### src/vbc_defs.svh
// constants for the video board control logic: port numbers, control bits, timing counts
// assumes a 100 MHz ref_clk and an 8-bit host I/O port space
`ifndef VBC_DEFS_SVH
`define VBC_DEFS_SVH
`define VBC_PORT_KEYIDX 8'hfc
`define VBC_PORT_TDATA 8'hfd
`define VBC_PORT_CLKCLR 8'hfe
`define VBC_PORT_CTRL 8'hff
`define VBC_VRAM_TOP 5'h1f
`define VBC_BIT_VIDEN 7
`define VBC_BIT_BLANK 6
`define VBC_BIT_RTCEN 5
`define VBC_BIT_NARROW 4
`define VBC_CTRL_RESET 8'h40
`define VBC_REF_CLK_MHZ 100
`define VBC_CHARACTER_CLOCK_WIDE_KHZ 1560
`define VBC_CHARACTER_CLOCK_NARROW_KHZ 780
`define VBC_DIV_WIDE ((`VBC_REF_CLK_MHZ * 1000) / `VBC_CHARACTER_CLOCK_WIDE_KHZ)
`define VBC_DIV_NARROW ((`VBC_REF_CLK_MHZ * 1000) / `VBC_CHARACTER_CLOCK_NARROW_KHZ)
`define VBC_NREG 18
`define VBC_R_HTOTAL 0
`define VBC_R_HDISP 1
`define VBC_R_HSPOS 2
`define VBC_R_SYNCW 3
`define VBC_R_VTOTAL 4
`define VBC_R_VDISP 6
`define VBC_R_VSPOS 7
`define VBC_R_MAXRAS 9
`define VBC_R_STARTH 12
`define VBC_R_STARTL 13
`endif

### src/vbc_pkg.sv
// types shared by the video board control logic
package vbc_pkg;
    typedef enum logic [1:0] {
        VBC_IDLE = 2'b00,
        VBC_WAITING = 2'b01,
        VBC_GRANTED = 2'b10
    } vbc_grant_e;
endpackage

### src/vbc_video_ctrl.sv
// video board control: timing controller, video RAM address mux, port decode, control port
// assumes host bus signals are synchronous to ref_clk; keyboard and clock events are pins
`timescale 1ns/1ps
`include "vbc_defs.svh"

module vbc_video_ctrl #(
    parameter int ADDR_W = 16,
    parameter int VRAM_AW = 11
) (
    input wire logic ref_clk,
    input wire logic resetn,
    input wire logic controller_reset_n,
    input wire logic [ADDR_W-1:0] hostAddr,
    input wire logic [7:0] hostWrData,
    input wire logic hostRd,
    input wire logic hostWr,
    input wire logic memory_cycle,
    input wire logic io_cycle,
    input wire logic register_select,
    input wire logic select_qualifier,
    input wire logic processor_granted,
    input wire logic [7:0] keyData,
    input wire logic keyReady,
    input wire logic rtcTick,
    output logic [7:0] hostRdData,
    output logic hostRdValid,
    output logic waitReq_n,
    output logic video_memory_select,
    output logic mux_processor_select,
    output logic [VRAM_AW-1:0] vramAddr,
    output logic horizontal_sync,
    output logic vertical_sync,
    output logic displayEnable,
    output logic [13:0] refresh_address,
    output logic [4:0] raster_row_address,
    output logic character_clock,
    output logic blankVideo,
    output logic narrowMode,
    output logic [3:0] bankSelect,
    output logic bankRamEnable,
    output logic keyIrq_n,
    output logic nmiReq_n
);

    // controller reset, keyboard ready and clock pins are synchronised before use; resetn and keyData are read as they stand
    logic [1:0] ctlRstSync_q, keyRdySync_q, rtcSync_q;
    logic rtcPrev_q;
    always_ff @(posedge ref_clk) begin
        if (!resetn) begin
            ctlRstSync_q <= 2'h0;
            keyRdySync_q <= 2'h0;
            rtcSync_q <= 2'h0;
            rtcPrev_q <= 1'b0;
        end else begin
            ctlRstSync_q <= {ctlRstSync_q[0], controller_reset_n};
            keyRdySync_q <= {keyRdySync_q[0], keyReady};
            rtcSync_q <= {rtcSync_q[0], rtcTick};
            rtcPrev_q <= rtcSync_q[1];
        end
    end
    logic ctlRun;
    assign ctlRun = ctlRstSync_q[1];

    // port decode on the low address byte only
    logic [7:0] port;
    logic ioRd, ioWr;
    assign port = hostAddr[7:0];
    assign ioRd = io_cycle && hostRd;
    assign ioWr = io_cycle && hostWr;

    function automatic logic portHit(input logic [7:0] p, input logic [7:0] want);
        portHit = (p == want);
    endfunction

    // control port
    logic [7:0] ctrl_q;
    always_ff @(posedge ref_clk) begin
        if (!resetn) begin
            ctrl_q <= `VBC_CTRL_RESET;
        end else if (ioWr && portHit(port, `VBC_PORT_CTRL)) begin
            ctrl_q <= hostWrData;
        end
    end

    // timing controller register file, untouched by controller reset
    logic [4:0] index_q;
    logic [7:0] regs_q [`VBC_NREG];
    logic idxWr, datWr;
    assign idxWr = ioWr && portHit(port, `VBC_PORT_KEYIDX);
    // write when hostWr high; index by its own port, data by the data port with register select high
    assign datWr = ioWr && portHit(port, `VBC_PORT_TDATA) && register_select;
    always_ff @(posedge ref_clk) begin
        if (!resetn) begin
            index_q <= 5'h00;
        end else if (idxWr) begin
            index_q <= hostWrData[4:0];
        end
    end
    always_ff @(posedge ref_clk) begin
        if (!resetn) begin
            for (int i = 0; i < `VBC_NREG; i++) begin
                regs_q[i] <= 8'h00;
            end
        end else if (datWr && (index_q < 5'(`VBC_NREG))) begin
            regs_q[index_q] <= hostWrData;
        end
    end

    // interrupt flags: set wins over clear
    logic keyIrq_q, rtcIrq_q;
    logic kbRd, clkClrRd, ctrlRd, tdRd;
    assign kbRd = ioRd && portHit(port, `VBC_PORT_KEYIDX);
    assign clkClrRd = ioRd && portHit(port, `VBC_PORT_CLKCLR);
    assign ctrlRd = ioRd && portHit(port, `VBC_PORT_CTRL);
    assign tdRd = ioRd && portHit(port, `VBC_PORT_TDATA) && register_select;
    always_ff @(posedge ref_clk) begin
        if (!resetn) begin
            keyIrq_q <= 1'b0;
        end else if (keyRdySync_q[1]) begin
            keyIrq_q <= 1'b1;
        end else if (kbRd) begin
            keyIrq_q <= 1'b0;
        end
    end
    always_ff @(posedge ref_clk) begin
        if (!resetn) begin
            rtcIrq_q <= 1'b0;
        end else if (rtcSync_q[1] && !rtcPrev_q) begin
            rtcIrq_q <= 1'b1;
        end else if (clkClrRd) begin
            rtcIrq_q <= 1'b0;
        end
    end

    // host read data
    always_ff @(posedge ref_clk) begin
        if (!resetn) begin
            hostRdData <= 8'h00;
            hostRdValid <= 1'b0;
        end else begin
            hostRdValid <= kbRd || tdRd || clkClrRd || ctrlRd;
            if (kbRd) begin
                hostRdData <= keyData;
            end else if (tdRd) begin
                hostRdData <= (index_q < 5'(`VBC_NREG)) ? regs_q[index_q] : 8'h00;
            end else if (ctrlRd) begin
                hostRdData <= {keyIrq_q, ctrl_q[6:4], 4'h0};
            end else begin
                hostRdData <= 8'h00;
            end
        end
    end

    // video RAM select, mux select and wait
    logic vsel, muxSel;
    assign vsel = (hostAddr[15:11] == `VBC_VRAM_TOP) && memory_cycle
        && ctrl_q[`VBC_BIT_VIDEN];
    assign muxSel = vsel && select_qualifier;
    vbc_pkg::vbc_grant_e grant_q;
    always_ff @(posedge ref_clk) begin
        if (!resetn) begin
            grant_q <= vbc_pkg::VBC_IDLE;
        end else begin
            unique case (grant_q)
                vbc_pkg::VBC_IDLE: begin
                    if (vsel) begin
                        grant_q <= vbc_pkg::VBC_WAITING;
                    end
                end
                vbc_pkg::VBC_WAITING: begin
                    if (!vsel) begin
                        grant_q <= vbc_pkg::VBC_IDLE;
                    end else if (processor_granted) begin
                        grant_q <= vbc_pkg::VBC_GRANTED;
                    end
                end
                vbc_pkg::VBC_GRANTED: begin
                    if (!vsel) begin
                        grant_q <= vbc_pkg::VBC_IDLE;
                    end
                end
                default: grant_q <= vbc_pkg::VBC_IDLE;
            endcase
        end
    end
    logic [VRAM_AW-1:0] ctlAddr;
    always_ff @(posedge ref_clk) begin
        if (!resetn) begin
            video_memory_select <= 1'b0;
            mux_processor_select <= 1'b0;
            waitReq_n <= 1'b1;
            vramAddr <= '0;
            bankRamEnable <= 1'b1;
        end else begin
            video_memory_select <= vsel;
            mux_processor_select <= muxSel;
            waitReq_n <= !(vsel && !processor_granted && grant_q != vbc_pkg::VBC_GRANTED);
            vramAddr <= muxSel ? hostAddr[VRAM_AW-1:0] : ctlAddr;
            bankRamEnable <= !ctrl_q[`VBC_BIT_VIDEN];
        end
    end

    // character clock enable from a divider; rate follows line width
    logic [7:0] divCnt_q;
    logic cclkEn;
    logic [7:0] divLimit;
    assign divLimit = ctrl_q[`VBC_BIT_NARROW] ? 8'(`VBC_DIV_NARROW - 1)
        : 8'(`VBC_DIV_WIDE - 1);
    assign cclkEn = (divCnt_q >= divLimit);
    always_ff @(posedge ref_clk) begin
        if (!resetn) begin
            divCnt_q <= 8'h00;
            character_clock <= 1'b0;
        end else begin
            divCnt_q <= cclkEn ? 8'h00 : divCnt_q + 8'h01;
            // falling edge of the output marks the active transition
            if (cclkEn) begin
                character_clock <= 1'b0;
            end else if (divCnt_q == {1'b0, divLimit[7:1]}) begin
                character_clock <= 1'b1;
            end
        end
    end

    // raster timing counters
    logic [7:0] hCnt_q;
    logic [6:0] rowCnt_q;
    logic [4:0] rasCnt_q;
    logic [13:0] ma_q, lineStart_q;
    logic hEnd, rowEnd, frameEnd;
    logic [13:0] startAddr;
    assign startAddr = {regs_q[`VBC_R_STARTH][5:0], regs_q[`VBC_R_STARTL]};
    assign hEnd = (hCnt_q == regs_q[`VBC_R_HTOTAL]);
    assign rowEnd = (rasCnt_q == regs_q[`VBC_R_MAXRAS][4:0]);
    assign frameEnd = rowEnd && (rowCnt_q == regs_q[`VBC_R_VTOTAL][6:0]);
    always_ff @(posedge ref_clk) begin
        if (!resetn || !ctlRun) begin
            hCnt_q <= 8'h00;
            rasCnt_q <= 5'h00;
            rowCnt_q <= 7'h00;
            ma_q <= 14'h0000;
            lineStart_q <= 14'h0000;
        end else if (cclkEn) begin
            if (!hEnd) begin
                hCnt_q <= hCnt_q + 8'h01;
                ma_q <= ma_q + 14'h0001;
            end else begin
                hCnt_q <= 8'h00;
                if (frameEnd) begin
                    rasCnt_q <= 5'h00;
                    rowCnt_q <= 7'h00;
                    ma_q <= startAddr;
                    lineStart_q <= startAddr;
                end else if (rowEnd) begin
                    rasCnt_q <= 5'h00;
                    rowCnt_q <= rowCnt_q + 7'h01;
                    ma_q <= lineStart_q + 14'(regs_q[`VBC_R_HDISP]);
                    lineStart_q <= lineStart_q + 14'(regs_q[`VBC_R_HDISP]);
                end else begin
                    rasCnt_q <= rasCnt_q + 5'h01;
                    ma_q <= lineStart_q;
                end
            end
        end
    end
    assign ctlAddr = ma_q[VRAM_AW-1:0];

    logic hVis, vVis, hSyncOn, vSyncOn;
    assign hVis = hCnt_q < regs_q[`VBC_R_HDISP];
    assign vVis = rowCnt_q < regs_q[`VBC_R_VDISP][6:0];
    assign hSyncOn = (hCnt_q >= regs_q[`VBC_R_HSPOS])
        && (hCnt_q < regs_q[`VBC_R_HSPOS] + {4'h0, regs_q[`VBC_R_SYNCW][3:0]});
    assign vSyncOn = (rowCnt_q == regs_q[`VBC_R_VSPOS][6:0]);
    always_ff @(posedge ref_clk) begin
        if (!resetn || !ctlRun) begin
            horizontal_sync <= 1'b0;
            vertical_sync <= 1'b0;
            displayEnable <= 1'b0;
            refresh_address <= 14'h0000;
            raster_row_address <= 5'h00;
        end else if (cclkEn) begin
            horizontal_sync <= hSyncOn;
            vertical_sync <= vSyncOn;
            displayEnable <= hVis && vVis;
            refresh_address <= ma_q;
            raster_row_address <= rasCnt_q;
        end
    end

    always_ff @(posedge ref_clk) begin
        if (!resetn) begin
            blankVideo <= 1'b1;
            narrowMode <= 1'b0;
            bankSelect <= 4'h0;
            keyIrq_n <= 1'b1;
            nmiReq_n <= 1'b1;
        end else begin
            blankVideo <= ctrl_q[`VBC_BIT_BLANK];
            narrowMode <= ctrl_q[`VBC_BIT_NARROW];
            bankSelect <= ctrl_q[3:0];
            keyIrq_n <= !keyIrq_q;
            nmiReq_n <= !(rtcIrq_q && ctrl_q[`VBC_BIT_RTCEN]);
        end
    end

    property p_mux_select;
        @(posedge ref_clk) disable iff (!resetn)
        mux_processor_select |-> $past(vsel) && $past(select_qualifier);
    endproperty
    a_mux_select: assert property (p_mux_select) else $error("mux select without cause");
    property p_wait;
        @(posedge ref_clk) disable iff (!resetn)
        (vsel && !processor_granted && grant_q == vbc_pkg::VBC_IDLE) |=> !waitReq_n;
    endproperty
    a_wait: assert property (p_wait) else $error("wait not asserted");
    property p_vsel;
        @(posedge ref_clk) disable iff (!resetn)
        video_memory_select |-> $past(hostAddr[15:11]) == 5'h1f && $past(memory_cycle);
    endproperty
    a_vsel: assert property (p_vsel) else $error("video select outside top 2K");
    property p_nmi;
        @(posedge ref_clk) disable iff (!resetn)
        !nmiReq_n |-> $past(ctrl_q[5]);
    endproperty
    a_nmi: assert property (p_nmi) else $error("clock interrupt while masked");
    property p_rtc_clear;
        @(posedge ref_clk) disable iff (!resetn)
        (clkClrRd && !(rtcSync_q[1] && !rtcPrev_q)) |=> !rtcIrq_q;
    endproperty
    a_rtc_clear: assert property (p_rtc_clear) else $error("clock interrupt not cleared");
    property p_key_clear;
        @(posedge ref_clk) disable iff (!resetn)
        (kbRd && !keyRdySync_q[1]) |=> !keyIrq_q ##1 keyIrq_n;
    endproperty
    a_key_clear: assert property (p_key_clear) else $error("key interrupt not cleared");
    property p_stop;
        @(posedge ref_clk) disable iff (!resetn)
        !ctlRun |=> !horizontal_sync && !vertical_sync && !displayEnable && refresh_address == 0;
    endproperty
    a_stop: assert property (p_stop) else $error("outputs not low in controller reset");
    property p_ma_step;
        @(posedge ref_clk) disable iff (!resetn || !ctlRun)
        (cclkEn && !hEnd) |=> ma_q == $past(ma_q) + 14'h0001;
    endproperty
    a_ma_step: assert property (p_ma_step) else $error("refresh address did not step");
    property p_ctrl_wr;
        @(posedge ref_clk) disable iff (!resetn)
        (ioWr && port == 8'hff) |=> ##1 bankSelect == $past(hostWrData[3:0], 2);
    endproperty
    a_ctrl_wr: assert property (p_ctrl_wr) else $error("bank select not loaded");

    c_grant: cover property (@(posedge ref_clk) grant_q == vbc_pkg::VBC_GRANTED);
    c_key: cover property (@(posedge ref_clk) kbRd && keyIrq_q);
    c_vsync: cover property (@(posedge ref_clk) vertical_sync);
    c_narrow: cover property (@(posedge ref_clk) narrowMode && cclkEn);

endmodule // vbc_video_ctrl

### config.mk
export PLATFORM = sky130hd
export DESIGN_NAME = vbc_video_ctrl
export DESIGN_NICKNAME = d
export VERILOG_FILES = /design/src/vbc_pkg.sv /design/src/vbc_video_ctrl.sv
export VERILOG_INCLUDE_DIRS = /design/src
export SDC_FILE = /design/constraint.sdc
export NUM_CORES = 1
export LEC_CHECK = 0
export BUFFER_PORTS_ARGS = -buffer_cell sky130_fd_sc_hd__buf_2
export CAP_MARGIN = 25
export CORE_UTILIZATION = 30
export DETAILED_ROUTE_END_ITERATION = 16
export HOLD_SLACK_MARGIN = 0.05
export PLACE_DENSITY_LB_ADDON = 0.3
export SETUP_SLACK_MARGIN = 0.4
export SLEW_MARGIN = 25
export SYNTH_ARGS = -nofsm -noshare
export SYNTH_HDL_FRONTEND = slang
export SYNTH_SLANG_ARGS = --single-unit
### constraint.sdc
create_clock -name ref_clk -period 3.6 [get_ports ref_clk]
set_input_delay 0.36 -clock ref_clk [delete_from_list [all_inputs] [get_ports ref_clk]]
set_output_delay 0.36 -clock ref_clk [all_outputs]
set_load 0.005 [all_outputs]
-- Word level (Yosys, flattened, before mapping)
Memories as Yosys holds them, arrays and structs flattened. A register that Yosys moved wholly into a read port is not among the register bits.
Index checks and enable logic that the tools add are counted.
- register bits: 135
- bits in writable memories: 144
- output and inout bits: 55
- logic and storage cells: 139
- memories kept: 1
- add/sub/neg operators: 7
- order comparisons: 6
- eq/ne operators: 16
- muxes and demuxes: 32
- bitwise operators: 1
- reduce and logical (&&, ||, !) cells: 43
- memory list (name ; depth ; bits a word ; read ports ; clocked after memory_dff ; wr ports ; line ; RTL):
    regs_q ; 18 ; 8 ; 11 ; 1 ; 18 ; vbc_video_ctrl.sv:87 ; logic [7:0] regs_q [`VBC_NREG];
- operator list (kind ; number):
    $mux 8 ; 6
    $mux 14 ; 3
    $eq 8x8->1 const B ; 4
    $mux 5 ; 5
    $logic_and 1x1->1 ; 22
    $mux 7 ; 3
    $add 8x1->8 const B ; 2
    $lt 8x8->1 ; 2
    $add 14x1->14 const B ; 1
    $add 14x8->14 ; 1
    $eq 7x7->1 ; 2
    $mux 11 ; 1
    $mux 1 ; 9
    $add 8x4->8 ; 1
    $eq 8x6->1 ; 1
    $eq 8x8->1 ; 1
    $ge 8x7->1 ; 1
    $ge 8x8->1 ; 1
    $logic_not 1->1 ; 8
    $mux 2 ; 4
    $reduce_or 8->1 ; 1
    $add 7x1->7 const B ; 1
    $lt 7x7->1 ; 1
    $ne 2x2->1 const B ; 3
    other kinds (15) ; 21

-- Logic depth before layout (Yosys ltp)
Gate-level depths: netlist of the first run.
- depth in word-level cells: 9
- mapped depth: 12

-- Worst setup path after synthesis of the first run
Ideal clock, no wire load.
- path kind: reg2reg
- start point: mem regs_q[3][1]
- end point: reg horizontal_sync
- setup time: 0.058 ns
- arrival: 2.635 ns
- data required time: 3.542 ns
- path slack: 0.907 ns
- cell stages (with the launch flop): 13
- buffers on the path: 0
- clock period less this slack: 2.693 ns
- cell sequence: edfxtp_1 ha_1 a21o_1 a21oi_1 nor2b_1 o21ai_0 xnor2_1 ha_1 a21o_1 a21oi_1 o211ai_1 a2111oi_0 a31o_2
- RTL lines (element ; line ; RTL):
    from (decl) ; vbc_video_ctrl.sv:87 ;
    to (signal assigned) ; vbc_video_ctrl.sv:282 ; horizontal_sync <= hSyncOn;
    to (decl) ; vbc_video_ctrl.sv:31 ; output logic horizontal_sync,

==> flow_summary_export.csv, run 1 <==
group,metric,value,unit
status,run_status,"complete, but fails checks",
status,failed_checks,"design-rule violations",
synthesis,synthDistinctLibCells,74,
setup_path,cp_top_family,"compound AO/OA/AOI/OAI gates",
floorplan,fp.dieW,245.9,um
synthesis,ys_top_cells_by_area,"edfxtp_1 43%, dfxtp_1 16%, mux4_2 7.4%",
timing,tns,0,ps
synthesis,syn-cell-area,17850,um2
setup_path,critPathRequiredTime,4080,ps
cells_and_area,diodes,0,
timing,rsz0062_at_grt,"false",
cts,path_clk_slew,60,ps
pwr,power_density,452.2,nW/um2
cells_and_area,layout-area-overhead-vs-synth,18.07,%
timing,relSlewSlack,0.4232,
setup_path,r2r_end,"horizontal_sync",
worst_hold_path,holdCritStartpoint,"hostAddr[5]",
setup_path,path_class,"reg -> reg",
setup_path,cp_cell_sequence,"ha_1, a21o_1, a21oi_1, nor2b_1, o21ai_0, xnor2_1, ha_1, a21o_1, a21oi_1, o211ai_1, a2111oi_2, a31o_2",
cts,htree_levels,2,
timing,fin_crit,2929,ps
synthesis,async_reset_ff_frac,0,
drt,routed_via_density,4.869,
floorplan,dieHeight,245.9,um
cts,clk_root_buffer_cell,"clkbuf_16",
setup_path,r2r_cells,12,
drt,via_count,12000,
synthesis,yosysMostFrequentCell,"edfxtp_1",
pwr,power.total,9.530,mW
timing,hold_ws,85.14,ps
synthesis,avgSynthCellArea,12.37,um2
global_route,grt_util_all_layers,0.1551,
synthesis,synth-edff-count,256,
worst_hold_path,whs_path_depth,3,
cells_and_area,final_layout_size_suffix_gt1_frac,0.1560,
synthesis,synth_mux_area_frac,0.1115,
setup_path,critPathMaxStageDelay,450,ps
timing,finalCritPeriodShare,0.8135,
cells_and_area,final_cells,2465,
synthesis,synthAdderAreaFrac,0.03449,
cts,clk_path_buf_depth,3,
global_route,overflow,0,
placed_design,place_inst,2382,
synthesis,synth_top_family_by_area,"simple AND/OR/NAND/NOR gates",
cts,cts_buffers,42,
worst_hold_path,min_to,"vramAddr[5]",
synthesis,synthFlopType,"edfxtp_1",
synthesis,yosysWarnings,0,
floorplan,fp-row-count,89,
setup_path,worstPathArrival,3410,ps
drt,routed_wl,46720,um
placed_design,gp_congestion,0.8674,
setup_path,r2r_start,"regs_q[2][1]",
placed_design,io_buffers,98,
drt,antenna_left,0,
timing,fin_skew,29.95,ps
synthesis,synth-compound-area-share,0.07249,
floorplan,core-area,58910,um2
drt,drc,2,
placed_design,place.detailed.hpwl,33290,um
drt,drtPass1Iterations,11,
global_route,grt_pass1_wl,71360,um
drt,initialDrtViolationCount,874,
timing,setup_violations,0,
timing,tightest_slew,863.4,ps
synthesis,ys_seq_area_frac,0.5877,
timing,max_freq,0.3415,GHz
cells_and_area,fin_nets,1753,
setup_path,crit_buf_inv,0,
synthesis,yosys-top-cells-count,"256 x edfxtp_1, 189 x nor2_1, 140 x dfxtp_1, 135 x nand2_1, 79 x a21oi_1",
synthesis,syn-instance-count,1443,
synthesis,synth_top_area_cell,"edfxtp_1",
floorplan,initial_core_util,0.3030,
cts,cts.sinks,396,
synthesis,yosys.area.top_type_share,0.4307,
setup_path,r2r_slack,670,ps
synthesis,ys_ff_latch,396,
global_route,grt_start_max_net_pins,42,
synthesis,synthXorXnorAreaFrac,0.03141,
timing,maxSlewViolCount,0,
global_route,antenna_found_initial,0,
setup_path,cp_max_fo,4,
synthesis,synthSimpleGateAreaFrac,0.1318,
pwr,leakagePower,7.875,nW
cts,cts_tree,"built",
floorplan,io_pins,99,
cts,insertion_delay,560,ps
global_route,grt_pass1_vias,11690,
job,maxCapViolCount,0,
setup_path,crit_slowest_cell,"edfxtp_1",
floorplan,design.die.area,60470,um2
worst_hold_path,hold_path.class,"in -> reg",
timing,hold_violations,0,
setup_path,endpoint_kind,"flop",
drt,wire_per_inst,18.95,um
pwr,peakVddDrop,0.2988,mV
setup_path,startpoint_type,"flop",
cell families after synthesis:
| kind of cell | Yosys count |
|---|---|
| AND/OR/NAND/NOR | 508 |
| flip-flops | 396 |
| AO/OA/AOI/OAI | 198 |
| buffers and inverters | 118 |
| multiplexers | 110 |
| XOR/XNOR | 64 |
| adder cells (fa/ha/maj) | 48 |
| other | 1 |
what timing repair did:
action / in CTS / in global routing
hold buffers: 8 / 0
resized for setup: 0 / 2
endpoints found under the setup margin: 0 / 1
buffers inserted: 0 / 0
hold endpoints to repair: 9 / 0
worst min-delay path: stages:
cell and delay [ps]:
buf_2 80, mux2i_1 60, nor2_1 80
cells in the final DEF, fill, tap and decap left out, drive strengths merged, types with 8 or more instances in the layout:
cell / n
clkinv: 12
nor2: 190
conb: 112
mux2i: 39
xor2: 31
nand2b: 9
xnor2: 33
nand3: 39
a211oi: 8
a21oi: 79
dfxtp: 140
clkbuf: 54
and2: 42
mux4: 68
ha: 46
and4: 9
and3: 9
a21o: 16
buf: 132
nand2: 135
nor2b: 9
o21ai: 23
dlygate4sd3: 8
nand4: 20
edfxtp: 256
nor3: 18
inv: 41
area by class of cell:
cell class                      count  area, um2
Inverter                           41      153.9
Multi-Input combinational cell   1040       7263
Sequential cell                   396      10500
Tap cell                          773      967.2
Timing Repair Buffer              140      850.8
Clock inverter                     21      217.7
Clock buffer                       54       1126
Fill cell                        5772      37830
routing by layer:
| layer | track usage | vias up | wire, um |
|---|---|---|---|
| met5 | 0 | - | 0 |
| met4 | 0.04878 | 0 | 1321 |
| met3 | 0.03394 | 87 | 3102 |
| met2 | 0.2515 | 361 | 21880 |
| met1 | 0.2052 | 5929 | 20410 |
| li1 | - | 5625 | - |
sequential cells by signal, indices dropped and copies added, names as in the netlist, 2 cells and up, named ones only:
signal	cells
regs_q	256
lineStart_q	14
ma_q	14
refresh_address	14
vramAddr	11
ctrl_q	8
divCnt_q	8
hCnt_q	8
hostRdData	8
rowCnt_q	7
index_q	5
rasCnt_q	5
raster_row_address	5
bankSelect	4
ctlRstSync_q	2
grant_q	2
keyRdySync_q	2
rtcSync_q	2
power breakdown:
| part | internal (mW) | switching [mW] |
|---|---|---|
| Sequential | 4.92 | 0.0574 |
| Clock | 2.49 | 1.78 |
| Combinational | 0.107 | 0.177 |
| Total | 7.52 | 2.01 |
metrics by stage:
step | area (um2) | utilization | setup WS [ps]
after global placement | 19640 | 0.3335 | 659.9
after global routing | 21070 | 0.3577 | 407.3
final | 21070 | 0.3577 | 671.5
after floorplan | 18270 | - | 906.8
after detailed placement | 19640 | 0.3335 | 632.8
after CTS | 21070 | 0.3576 | 631.9
how the worst max path moves through the flow:
stage | startpoint | endpoint | slack [ps] | cells after the start
6_report | regs_q[2][1] | horizontal_sync | 670 | 12
2_1_floorplan | regs_q[3][1] | horizontal_sync | 910 | 12
4_1_cts | regs_q[2][1] | horizontal_sync | 630 | 12
3_3_place_gp | regs_q[3][1] | horizontal_sync | 660 | 12
5_1_grt | regs_q[2][1] | horizontal_sync | 410 | 12
3_5_place_dp | regs_q[2][1] | horizontal_sync | 630 | 12
Power figures use the tool's default switching activity.
==> inputs of run 2 (changes only) <==
==> constraint.sdc (replaced) <==
create_clock -name ref_clk -period 2.5 [get_ports ref_clk]
set_input_delay 0.25 -clock ref_clk [delete_from_list [all_inputs] [get_ports ref_clk]]
set_output_delay 0.25 -clock ref_clk [all_outputs]
set_load 0.005 [all_outputs]
==> run 2 against run 1 <==
The run ends with negative setup slack left. Die area is the same. Sequential power grew 44%. Clock skew shrank 19 ps. First-iteration DRC count shrank 6.8%. Via count grew 5.7%. Final cell count grew 6.5%. Non-clock buffer count grew 157. Clock power grew 49%. Routed wire length grew 8.9%. Design area grew 11%. Critical path type unchanged. Largest cell class unchanged.
==> flow_summary_export.csv, run 2 (same netlist as run 1, synthesis figures left out) <==
group,metric,value,unit
cells_and_area,largest_register,"regs_q",
timing,tightest_slew,801.7,ps
cts,clk_path_buf_depth,3,
drt,initialDrtViolationCount,815,
cells_and_area,final_common_cell,"edfxtp_1",
cts,cts_tree,"built",
global_route,grt_pass1_vias,12550,
timing,rsz0062_at_grt,"true",
placed_design,gp_congestion,0.8765,
drt,wire_per_inst,19.39,um
drt,routed.top_layer,"met4",
cts,path_clk_slew,60,ps
global_route,grt_util_all_layers,0.1676,
floorplan,dieHeight,245.9,um
timing,hold_ws,78.28,ps
global_route,grt_pass1_wl,76490,um
timing,fin_crit,2691,ps
timing,max_freq,0.3716,GHz
cells_and_area,final_layout_size_suffix_gt1_frac,0.2820,
global_route,antenna_found_initial,0,
cts,clk_root_buffer_cell,"clkbuf_16",
drt,drtPass1Iterations,7,
timing,relSlewSlack,0.4650,
status,failed_checks,"negative setup slack",
placed_design,place_inst,2454,
setup_path,crit_slowest_cell,"edfxtp_1",
placed_design,dpl_worst_slack,-200.9,ps
floorplan,design.die.area,60470,um2
pwr,peakVddDrop,0.5011,mV
cells_and_area,diodes,0,
setup_path,cp_max_fo,2,
placed_design,io_buffers,98,
drt,via_count,12680,
setup_path,critPathMaxStageDelay,410,ps
timing,tns,-227.0,ps
cells_and_area,layout_common_cells,"256 x edfxtp_1, 185 x nor2_1, 133 x dfxtp_1, 117 x buf_4, 112 x conb_1",
floorplan,core-area,58910,um2
worst_hold_path,holdCritStartpoint,"hostWrData[1]",
worst_hold_path,hold_path.class,"in -> reg",
timing,hold_violations,0,
cts,insertion_delay,570,ps
timing,final.setup.worst_slack,-191.0,ps
cells_and_area,finish.utilization,0.3978,
timing,fin_skew,10.75,ps
drt,drc,0,
floorplan,fp.dieW,245.9,um
setup_path,critPathRequiredTime,3020,ps
cells_and_area,final_cells,2624,
drt,wl_met1,22180,um
cells_and_area,largest_reg_flops,256,
global_route,overflow,0,
setup_path,startpoint_type,"flop",
timing,setup_violations,2,
floorplan,io_pins,99,
global_route,grt_start_max_net_pins,30,
cells_and_area,layout-area-overhead-vs-synth,31.31,%
cells_and_area,fin_nets,1910,
placed_design,dpl_cell_area,20300,um2
cts,cts_buffers,42,
job,maxCapViolCount,0,
cells_and_area,fin_area,23440,um2
placed_design,place.detailed.hpwl,34290,um
drt,antenna_left,0,
setup_path,path_class,"reg -> reg",
cts,cts.sinks,396,
setup_path,r2r_start,"regs_q[3][1]",
pwr,power_density,598.4,nW/um2
pwr,power.total,14.02,mW
setup_path,endpoint_kind,"flop",
drt,routed_wl,50890,um
floorplan,initial_core_util,0.3030,
setup_path,crit_start,"regs_q[3][1]",
floorplan,fp-row-count,89,
cts,htree_levels,2,
status,run_status,"complete, but fails checks",
timing,maxSlewViolCount,0,
timing,finalCritPeriodShare,1.076,
setup_path,cp_cell_sequence,"ha_1, a21o_1, a21oi_2, nor2b_1, o21ai_1, xnor2_1, ha_1, a21o_1, a21oi_1, o211ai_1, a2111oi_1, a31o_2",
pwr,leakagePower,8.875,nW
setup_path,worstPathArrival,3210,ps
drt,route.met2.wl,24650,um
drt,routed_via_density,4.833,
drt,met3WireLength,2471,um
-- run 2: area by class of cell --
cell class | count | area (um2)
Clock buffer | 60 | 1190
Clock inverter | 17 | 182.7
Fill cell | 5639 | 35470
Inverter | 41 | 165.2
Multi-Input combinational cell | 1040 | 7840
Sequential cell | 396 | 10500
Tap cell | 773 | 967.2
Timing Repair Buffer | 297 | 2590
-- run 2: power breakdown --
group / total (mW) / internal [mW] / switching [mW] / leakage [nW]
clock: 6.35 / 3.72 / 2.63 / 0.669
combinational: 0.520 / 0.222 / 0.298 / 4.38
sequential: 7.15 / 7.08 / 0.0748 / 3.83
total: 14.0 / 11.0 / 3.01 / 8.88
-- run 2: worst paths after layout --
check,endpoint,slack (ps),cells past startpoint
worst max-delay path,horizontal_sync,-190,12
worst min-delay path,ctrl_q[1],80,3
worst max register to register,horizontal_sync,-190,12
worst min register to register,nmiReq_n,400,1
-- run 2: critical path: cells and delay by family (launching register included) --
kind	cells	cell delay [ps]
AND/OR/NAND/NOR	1	70
XOR/XNOR	1	140
AO/OA/AOI/OAI	8	1430
adder cells (fa/ha/maj)	2	570
flip-flops	1	410
-- run 2: layer usage --
metal  GRT usage  up-vias
met5           0        -
met4     0.05645        0
met3     0.02576       87
met2      0.2793      340
met1      0.2211     6296
li1            -     5959
-- run 2: what timing repair did --
item	CTS	global route
endpoints found under the hold margin	33	0
gates cloned	6	4
endpoints found under the setup margin	377	357
hold buffers	28	0
pin swaps	30	53
setup buffers	32	23
resized for setup	117	80
